--- config.mk ---
export PLATFORM = sky130hd
export DESIGN_NAME = serial_port
export DESIGN_NICKNAME = d
export VERILOG_FILES = /design/src/verilog/serial_pkg.sv /design/src/verilog/bit_sync.sv /design/src/verilog/byte_fifo.sv /design/src/verilog/serial_port.sv
export SDC_FILE = /design/constraint.sdc
export NUM_CORES = 1
export LEC_CHECK = 0
export ABC_AREA = 1
export BUFFER_PORTS_ARGS = -buffer_cell sky130_fd_sc_hd__buf_2
export CAP_MARGIN = 20
export CORE_MARGIN = 2
export CORE_UTILIZATION = 45
export CTS_CLUSTER_DIAMETER = 150
export DETAILED_ROUTE_END_ITERATION = 6
export PLACE_DENSITY = 0.66
export SYNTH_ARGS = -nofsm -noshare
export SYNTH_HDL_FRONTEND = slang
export SYNTH_SLANG_ARGS = --single-unit
--- constraint.sdc ---
create_clock -name clock -period 1.79 [get_ports clock]
set_input_delay 0.0895 -clock clock [delete_from_list [all_inputs] [get_ports clock]]
set_output_delay 0.0895 -clock clock [all_outputs]
set_load 0.005 [all_outputs]
--- src/verilog/serial_pkg.sv ---
// Purpose: Shared constants for the byte-wide serial interface block
// Assumes: 8-bit CPU register port, 100 MHz system clock
// Notes: Offsets are the CPU byte addresses of the three registers
package serial_pkg;
  // ==========================================================
  // Register offsets
  localparam logic [7:0] CTRL_OFF = 8'h0a;
  localparam logic [7:0] STATUS_OFF = 8'h0b;
  localparam logic [7:0] DATA_OFF = 8'h0c;

  // ==========================================================
  // Control register fields and reset value
  localparam int IRQ_EN_BIT = 7;
  localparam int SER_EN_BIT = 6;
  localparam int ORDER_BIT = 5;
  localparam int MASTER_BIT = 4;
  localparam int DIV_BIT = 0;
  localparam logic [7:0] CTRL_MASK = 8'hf1;
  localparam logic [7:0] CTRL_RESET = 8'h00;

  // ==========================================================
  // Status register fields
  localparam int DONE_BIT = 7;
  localparam int COL_BIT = 6;
  localparam logic [5:0] STATUS_PAD = 6'h00;

  // ==========================================================
  // Serial clock timing
  localparam int CLOCK_MHZ = 100;
  localparam int DIV_SLOW = 16;
  localparam int DIV_FAST = 2;
  localparam logic [3:0] HALF_SLOW = 4'(DIV_SLOW / 2 - 1);
  localparam logic [3:0] HALF_FAST = 4'(DIV_FAST / 2 - 1);
  localparam logic [2:0] LAST_BIT = 3'h7;

  // ==========================================================
  // Receive buffer shape
  localparam int BYTE_W = 8;
  localparam int RX_DEPTH = 16;
endpackage

--- src/verilog/bit_sync.sv ---
// Purpose: Two-flop synchroniser for pin inputs
// Assumes: Inputs are asynchronous to clock
// Notes: First stage feeds only the second stage
`timescale 1ns/1ps
module bit_sync #(
  parameter int WIDTH = 1
) (
  input wire logic clock,
  input wire logic rst,
  input wire logic [WIDTH-1:0] async_in,
  output logic [WIDTH-1:0] sync_out
);
  logic [WIDTH-1:0] stage_r;

  // ==========================================================
  // Two register stages
  always_ff @(posedge clock or posedge rst) begin
    if (rst) begin
      stage_r <= '1;
      sync_out <= '1;
    end else begin
      stage_r <= async_in;
      sync_out <= stage_r;
    end
  end
endmodule

--- src/verilog/byte_fifo.sv ---
// Purpose: Small synchronous FIFO with valid/ready on both sides
// Assumes: Single clock domain
// Notes: Depth must be a power of two
`timescale 1ns/1ps
module byte_fifo #(
  parameter int WIDTH = 8,
  parameter int DEPTH = 16
) (
  input wire logic clock,
  input wire logic rst,
  input wire logic in_valid,
  output logic in_ready,
  input wire logic [WIDTH-1:0] in_data,
  output logic out_valid,
  input wire logic out_ready,
  output logic [WIDTH-1:0] out_data
);
  localparam int AW = $clog2(DEPTH);
  logic [WIDTH-1:0] mem [DEPTH];
  logic [AW:0] wr_ptr_r;
  logic [AW:0] rd_ptr_r;
  logic push;
  logic pop;

  // Full and empty from pointer compare
  assign in_ready = (wr_ptr_r[AW] == rd_ptr_r[AW]) || (wr_ptr_r[AW-1:0] != rd_ptr_r[AW-1:0]);
  assign out_valid = wr_ptr_r != rd_ptr_r;
  assign push = in_valid && in_ready;
  assign pop = out_valid && out_ready;
  assign out_data = mem[rd_ptr_r[AW-1:0]];

  // ==========================================================
  // Storage
  always_ff @(posedge clock) begin
    if (push) begin
      mem[wr_ptr_r[AW-1:0]] <= in_data;
    end
  end

  // Pointers
  always_ff @(posedge clock or posedge rst) begin
    if (rst) begin
      wr_ptr_r <= '0;
      rd_ptr_r <= '0;
    end else begin
      if (push) begin
        wr_ptr_r <= wr_ptr_r + 1'b1;
      end
      if (pop) begin
        rd_ptr_r <= rd_ptr_r + 1'b1;
      end
    end
  end
endmodule

--- src/verilog/serial_port.sv ---
// Purpose: Byte-wide serial interface with status, data and low-power behaviour
// Assumes: CPU port on clock; serial pins asynchronous and synchronised
// Notes: Received bytes are also streamed out through a 16-byte buffer, except slave bytes that find it full
`timescale 1ns/1ps
module serial_port (
  input wire logic clock,
  input wire logic rst,
  input wire logic [7:0] bus_addr,
  input wire logic bus_rd,
  input wire logic bus_wr,
  input wire logic [7:0] bus_wdata,
  output logic [7:0] bus_rdata,
  input wire logic sck_in,
  output logic sck_out,
  output logic sck_oe_n,
  input wire logic sdi_in,
  output logic sdo_out,
  output logic sdo_oe_n,
  input wire logic stop_mode,
  output logic serial_interrupt_request,
  output logic [7:0] rx_data,
  output logic rx_valid,
  input wire logic rx_ready
);
  // ==========================================================
  // Declarations
  logic [7:0] serial_control_register;
  logic [7:0] shift_data_register;
  logic transfer_done_flag;
  logic access_collision_flag;
  logic done_pend_r;
  logic armed_r;
  logic busy_r;
  logic start_pend_r;
  logic [2:0] cnt_r;
  logic [3:0] half_cnt_r;
  logic sck_r;
  logic sdo_r;
  logic push_r;
  logic sck_d_r;
  logic [1:0] pins_s;
  logic sck_s;
  logic sdi_s;
  logic transfer_irq_enable;
  logic serial_en;
  logic bit_order_select;
  logic master_select;
  logic clock_divide_select;
  logic busy_any;
  logic st_rd;
  logic dat_acc;
  logic acc_ok;
  logic seq_clr;
  logic col_evt;
  logic [3:0] half_lim;
  logic m_tick;
  logic s_en;
  logic rise;
  logic fall;
  logic last_rise;
  logic done_set;
  logic fifo_in_ready;

  // Control fields
  assign transfer_irq_enable = serial_control_register[serial_pkg::IRQ_EN_BIT];
  assign serial_en = serial_control_register[serial_pkg::SER_EN_BIT];
  assign bit_order_select = serial_control_register[serial_pkg::ORDER_BIT];
  assign master_select = serial_control_register[serial_pkg::MASTER_BIT];
  assign clock_divide_select = serial_control_register[serial_pkg::DIV_BIT];

  // ==========================================================
  // Pin synchronisers
  bit_sync #(.WIDTH(2)) u_pin_sync (
    .clock(clock),
    .rst(rst),
    .async_in({sck_in, sdi_in}),
    .sync_out(pins_s)
  );
  assign sck_s = pins_s[1];
  assign sdi_s = pins_s[0];

  // Previous synchronised clock level for edge detect
  always_ff @(posedge clock or posedge rst) begin
    if (rst) begin
      sck_d_r <= 1'b1;
    end else begin
      sck_d_r <= sck_s;
    end
  end

  // ==========================================================
  // CPU access decode
  assign busy_any = busy_r || start_pend_r;
  assign st_rd = bus_rd && (bus_addr == serial_pkg::STATUS_OFF);
  assign dat_acc = (bus_rd || bus_wr) && (bus_addr == serial_pkg::DATA_OFF);
  assign acc_ok = dat_acc && !busy_any && (!transfer_done_flag || armed_r);
  assign seq_clr = dat_acc && transfer_done_flag && armed_r;
  assign col_evt = dat_acc && busy_any;

  // Control register
  always_ff @(posedge clock or posedge rst) begin
    if (rst) begin
      serial_control_register <= serial_pkg::CTRL_RESET;
    end else if (bus_wr && bus_addr == serial_pkg::CTRL_OFF) begin
      serial_control_register <= bus_wdata & serial_pkg::CTRL_MASK;
    end
  end

  // Read data, registered one cycle after the strobe
  always_ff @(posedge clock or posedge rst) begin
    if (rst) begin
      bus_rdata <= 8'h00;
    end else if (bus_rd) begin
      case (bus_addr)
        serial_pkg::CTRL_OFF: bus_rdata <= serial_control_register;
        serial_pkg::STATUS_OFF: begin
          bus_rdata <= {transfer_done_flag, access_collision_flag, serial_pkg::STATUS_PAD};
        end
        serial_pkg::DATA_OFF: bus_rdata <= acc_ok ? shift_data_register : 8'h00;
        default: bus_rdata <= 8'h00;
      endcase
    end
  end

  // ==========================================================
  // Serial clock generation and edges
  assign half_lim = clock_divide_select ? serial_pkg::HALF_SLOW : serial_pkg::HALF_FAST;
  assign m_tick = serial_en && master_select && busy_r && !stop_mode
    && (half_cnt_r == half_lim);
  assign s_en = serial_en && !master_select && !transfer_done_flag && !done_pend_r;
  assign rise = master_select ? (m_tick && !sck_r) : (s_en && sck_s && !sck_d_r);
  assign fall = master_select ? (m_tick && sck_r) : (s_en && !sck_s && sck_d_r);
  assign last_rise = rise && busy_r && (cnt_r == serial_pkg::LAST_BIT);
  assign done_set = (last_rise && !(stop_mode && !master_select))
    || (done_pend_r && !stop_mode);

  // Half-period divider for the master clock
  always_ff @(posedge clock or posedge rst) begin
    if (rst) begin
      half_cnt_r <= 4'h0;
    end else if (!busy_r || m_tick) begin
      half_cnt_r <= 4'h0;
    end else if (!stop_mode) begin
      half_cnt_r <= half_cnt_r + 4'h1;
    end
  end

  // Master clock output level
  always_ff @(posedge clock or posedge rst) begin
    if (rst) begin
      sck_r <= 1'b1;
    end else if (!serial_en || !master_select) begin
      sck_r <= 1'b1;
    end else if (m_tick) begin
      sck_r <= !sck_r;
    end
  end

  // ==========================================================
  // Exchange sequencing
  always_ff @(posedge clock or posedge rst) begin
    if (rst) begin
      busy_r <= 1'b0;
      start_pend_r <= 1'b0;
      cnt_r <= 3'h0;
    end else if (!serial_en) begin
      busy_r <= 1'b0;
      start_pend_r <= 1'b0;
      cnt_r <= 3'h0;
    end else begin
      if (acc_ok && bus_wr && master_select) begin
        start_pend_r <= 1'b1;
      end else if (start_pend_r && fifo_in_ready) begin
        start_pend_r <= 1'b0;
        busy_r <= 1'b1;
      end
      if (fall && !busy_r && !master_select) begin
        busy_r <= 1'b1;
      end
      if (rise && busy_r) begin
        cnt_r <= cnt_r + 3'h1;
      end
      if (last_rise) begin
        busy_r <= 1'b0;
      end
    end
  end

  // Shift register: storage when idle, never reset
  always_ff @(posedge clock) begin
    if (acc_ok && bus_wr) begin
      shift_data_register <= bus_wdata;
    end else if (rise && busy_r) begin
      if (bit_order_select) begin
        shift_data_register <= {sdi_s, shift_data_register[7:1]};
      end else begin
        shift_data_register <= {shift_data_register[6:0], sdi_s};
      end
    end
  end

  // Data output bit, loaded by a data write, then moved on falling edges after the first
  always_ff @(posedge clock or posedge rst) begin
    if (rst) begin
      sdo_r <= 1'b1;
    end else if (acc_ok && bus_wr) begin
      sdo_r <= bit_order_select ? bus_wdata[0] : bus_wdata[7];
    end else if (fall && busy_r && cnt_r != 3'h0) begin
      sdo_r <= bit_order_select ? shift_data_register[0] : shift_data_register[7];
    end
  end

  // ==========================================================
  // Status flags
  always_ff @(posedge clock or posedge rst) begin
    if (rst) begin
      transfer_done_flag <= 1'b0;
      done_pend_r <= 1'b0;
    end else begin
      if (done_set) begin
        transfer_done_flag <= 1'b1;
      end else if (seq_clr) begin
        transfer_done_flag <= 1'b0;
      end
      if (last_rise && stop_mode && !master_select) begin
        done_pend_r <= 1'b1;
      end else if (!stop_mode) begin
        done_pend_r <= 1'b0;
      end
    end
  end

  // Status-read arming for the clear sequence
  always_ff @(posedge clock or posedge rst) begin
    if (rst) begin
      armed_r <= 1'b0;
    end else if (!transfer_done_flag || seq_clr) begin
      armed_r <= 1'b0;
    end else if (st_rd) begin
      armed_r <= 1'b1;
    end
  end

  // Collision flag, set wins over clear
  always_ff @(posedge clock or posedge rst) begin
    if (rst) begin
      access_collision_flag <= 1'b0;
    end else if (col_evt) begin
      access_collision_flag <= 1'b1;
    end else if (seq_clr) begin
      access_collision_flag <= 1'b0;
    end
  end

  // ==========================================================
  // Outputs; interrupt unaffected by wait, so it can wake the CPU
  assign serial_interrupt_request = transfer_irq_enable
    && (transfer_done_flag || done_pend_r);
  assign sck_out = sck_r;
  assign sck_oe_n = !(serial_en && master_select);
  assign sdo_out = sdo_r;
  assign sdo_oe_n = !serial_en;

  // Received byte enters buffer the cycle after completion
  always_ff @(posedge clock or posedge rst) begin
    if (rst) begin
      push_r <= 1'b0;
    end else begin
      push_r <= last_rise;
    end
  end

  byte_fifo #(.WIDTH(serial_pkg::BYTE_W), .DEPTH(serial_pkg::RX_DEPTH)) u_rx_fifo (
    .clock(clock),
    .rst(rst),
    .in_valid(push_r),
    .in_ready(fifo_in_ready),
    .in_data(shift_data_register),
    .out_valid(rx_valid),
    .out_ready(rx_ready),
    .out_data(rx_data)
  );
endmodule
==> out/results.ini <==
[synthesis]
ys_async_sr_fraction_pct=24.4
synth_top_family_by_area=simple AND/OR/NAND/NOR gates
synth_area_leader_cell=edfxtp_1
syn_nets=777
yosys_most_used_dff=edfxtp_1
synth.avg_cell_area_um2=10.9
synthAdderAreaFrac_pct=1.39
synth_mux_area_share_pct=0
synth_area_mm2=0.00808
ys_ff_latch=180
synth_top_area_share_pct=50.5
synth-xor-area-share_pct=1.19
synth-compound-area-share_pct=9.91
synth_cells=744
synth_edf_count=136
yosysWarnings=0
ys_seq_area_share_pct=64.3
synth-simple-area-share_pct=18.5
synthTopCellsByArea=edfxtp_1 51%, dfrtp_1 11%, nand2_1 5.3%, nor2_1 5.1%, o21ai_0 4.1%
ys_types=37

[routing]
wl_um=20500
avgRoutedWirePerCell_um=18.6
antenna_left=0
first_pass_iters=5
num_vias=5975
drt_iter0_markers=544
drc=0
via_per_inst=5.44

[worst_setup_path]
critPathCaptureType=primary output
crit_arrival_ps=2020
slowest_delay_ps=410
cp_max_fo=7
crit_family=buffers and inverters
slowest_stage=dfrtp_2
cp.required_ps=1700
timing.rr.end=u_rx_fifo.mem[4][4]
startpoint_type=register
r2r_slack_ps=-210
r2r-start=u_rx_fifo.rd_ptr_r[0]
worst-path-buf-inv=3
worstRegToRegCells=12
crit_chain=buf_4 > buf_12 > o21ai_0 > o211ai_1 > nand3_1 > nand2_1 > buf_2
critPathKind=register to primary output

[global_routing]
grt_pass1_wl_um=30900
grt_overflow=0
antenna_found_initial=0
grt_pass1_vias=5751
grt_max_degree=34
track_usage_pct=20.8

[power]
combPwrFrac_pct=37.7
vdd_drop_max_uv=828
p_leak_nw=3.99
cellInternalPower_w=0.00895
powerDensity_mw_per_mm2=1350
seqPwrFrac_pct=35.0
switching_share_pct=35.4
p_switching_w=0.00491
pwr-share-clk_pct=27.3

[worst_hold_path]
holdCritPathClass=input pin to register
hp-start=bus_wdata[2]
hold_end=shift_data_register[2]
holdPathStages=3

[floorplanning]
pin_count=46
die_w_um=138
die_h_um=138
coreArea_mm2=0.0178
die_area_mm2=0.0190
start_util_pct=45.4
num_rows=49

[run_status]
violations=setup timing
status=finished with violations

[clock_tree]
cts_buffers=17
cts-root-buf=clkbuf_16
clkTransAtPathRegs_ps=70
cts_tree=done
cts_num_sinks=180
htree_levels=4
insertion_delay_ps=430
cts_buffer_depth=2

[timing]
fmax_mhz=474
rsz0062_at_grt=true
timing.hold.ws_ps=18.4
finalSetupTns_ps=-16620
timing.final.ws_setup_ps=-320
skew_ps=9.32
hold_violations=0
tightest_slew_ps=527
setup_viol=137
drv_slew=0
fin_crit_ps=2110
min_period_over_period_pct=118
relSlewSlack_pct=64.6

[place]
gp_congestion=0.821
portBuffers=45
place_hpwl_um=12300

[layout]
fin_util_pct=57.6
drive_above_1_share_pct=28.5
n_antenna_cell=0
nets=890
synthToLayoutAreaGrowth_pct=26.7
fillers=1462

[run]
max-cap-violations=0

## synth_stat cells, types with 5 or more instances
| cell type | n |
|---|---|
| nand4_1 | 14 |
| o21ai_0 | 67 |
| o21ai_1 | 15 |
| ha_1 | 9 |
| dfstp_2 | 7 |
| nand3_1 | 49 |
| dfrtp_1 | 37 |
| nand2_2 | 5 |
| nor2_1 | 110 |
| a21oi_1 | 8 |
| clkbuf_1 | 11 |
| buf_2 | 14 |
| edfxtp_1 | 136 |
| or2_2 | 6 |
| inv_1 | 39 |
| o211ai_1 | 40 |
| xor2_1 | 7 |
| nand2_1 | 115 |
| nor2_2 | 16 |
## worst reg2reg max path, cell delays in order (launching register included)
cell and delay, ps:
dfrtp_2 410, clkinv_4 130, buf_4 160, buf_6 110
nand2_2 50, nand2_2 60, nor2_4 150, nand3_4 100
nand2_4 110, clkinv_8 110, nand2_8 130, nor2_1 60
buf_4 180
## per-layer routing
layer	vias up	share of wire (%)	track usage, %
met3	22	5.4	3.19
met5	-	0	0
li1	2825	-	-
met4	0	1.3	5.96
met2	196	48	32.8
met1	2932	45	30.2
## metrics by stage
stage	cells	power (W)	instance area (um^2)	worst slack (ps)
after detailed placement	1040	0.00866	8900	68.8
final	1099	0.0139	10200	-320
after global routing	1099	0.0145	10200	-331
after floorplan	744	0.00740	8090	-73.7
after global placement	1040	0.00863	8900	85.3
after CTS	1093	0.0132	9860	-232
## cells in the final DEF (no fill, tap or decap), types with 4 or more instances in the layout
| cell type | count |
|---|---|
| clkbuf_16 | 21 |
| xor2_1 | 7 |
| o21ai_0 | 42 |
| nor2_1 | 85 |
| dfstp_2 | 7 |
| nand4_1 | 14 |
| a21oi_1 | 8 |
| nand2_2 | 6 |
| nand2_8 | 4 |
| buf_6 | 6 |
| buf_2 | 44 |
| nand3_1 | 48 |
| o21ai_2 | 11 |
| buf_4 | 49 |
| inv_8 | 6 |
| nand2_1 | 112 |
| edfxtp_1 | 136 |
| o211ai_1 | 40 |
| inv_2 | 6 |
| dlygate4sd3_1 | 10 |
| buf_16 | 5 |
| xnor2_1 | 4 |
| dfrtp_1 | 35 |
| nor2_4 | 16 |
| buf_12 | 9 |
| nor2_2 | 28 |
| inv_1 | 37 |
| or2_2 | 6 |
| o21ai_1 | 29 |
| ha_1 | 9 |
## sequential cells by signal, indices dropped and copies added (netlist names), 2 cells and up
name                     count
u_rx_fifo.mem              128
half_cnt_r                   4
serial_control_register      5
u_rx_fifo.wr_ptr_r           5
u_rx_fifo.rd_ptr_r           5
shift_data_register          8
u_pin_sync.sync_out          2
bus_rdata                    8
cnt_r                        3
u_pin_sync.stage_r           2
## area by class of cell
type	instances	area [um^2]	share of cell area, %
flip-flops and latches	180	5200	50.8
multi-input cells	484	2760	26.9
inverters	45	186	1.82
clock buffers	17	425	4.16
clock inverters	15	181	1.77
well taps	229	287	2.80
repair buffers	129	1200	11.8
## repair_timing
item / in CTS / in global routing
hold buffers: 10 / 0
gates resized for setup: 37 / 73
buffers inserted: 6 / 12
endpoints found under the hold margin: 38 / 0
cloned: 5 / 4
pin swaps: 9 / 26
setup endpoints to repair: 8 / 146
## power groups by stage
stage	clock, W	sequential (W)	combinational [W]
floorplan	0	0.00487	0.00253
global placement	0	0.00492	0.00371
detailed placement	0	0.00492	0.00374
CTS	0.00384	0.00484	0.00453
global route	0.00398	0.00487	0.00566
finish	0.00379	0.00484	0.00522
## cell families after synthesis
logic type / after synthesis
compound gates: 135
fa+ha+maj: 9
flops: 180
simple gates: 329
xor+xnor: 11
buf+inv: 80
## worst max path at each step
stage	start	end	slack (ps)	cells past startpoint
6_report	u_rx_fifo.rd_ptr_r[0]	rx_data[1]	-320	7
3_3_place_gp	busy_r	shift_data_register[3]	90	5
4_1_cts	u_rx_fifo.rd_ptr_r[0]	rx_data[6]	-230	10
5_1_grt	u_rx_fifo.rd_ptr_r[0]	rx_data[0]	-330	10
2_1_floorplan	u_rx_fifo.wr_ptr_r[2]	u_rx_fifo.mem[11][0]	-70	10
3_5_place_dp	busy_r	shift_data_register[3]	70	5
Power figures use the tool's default switching activity.
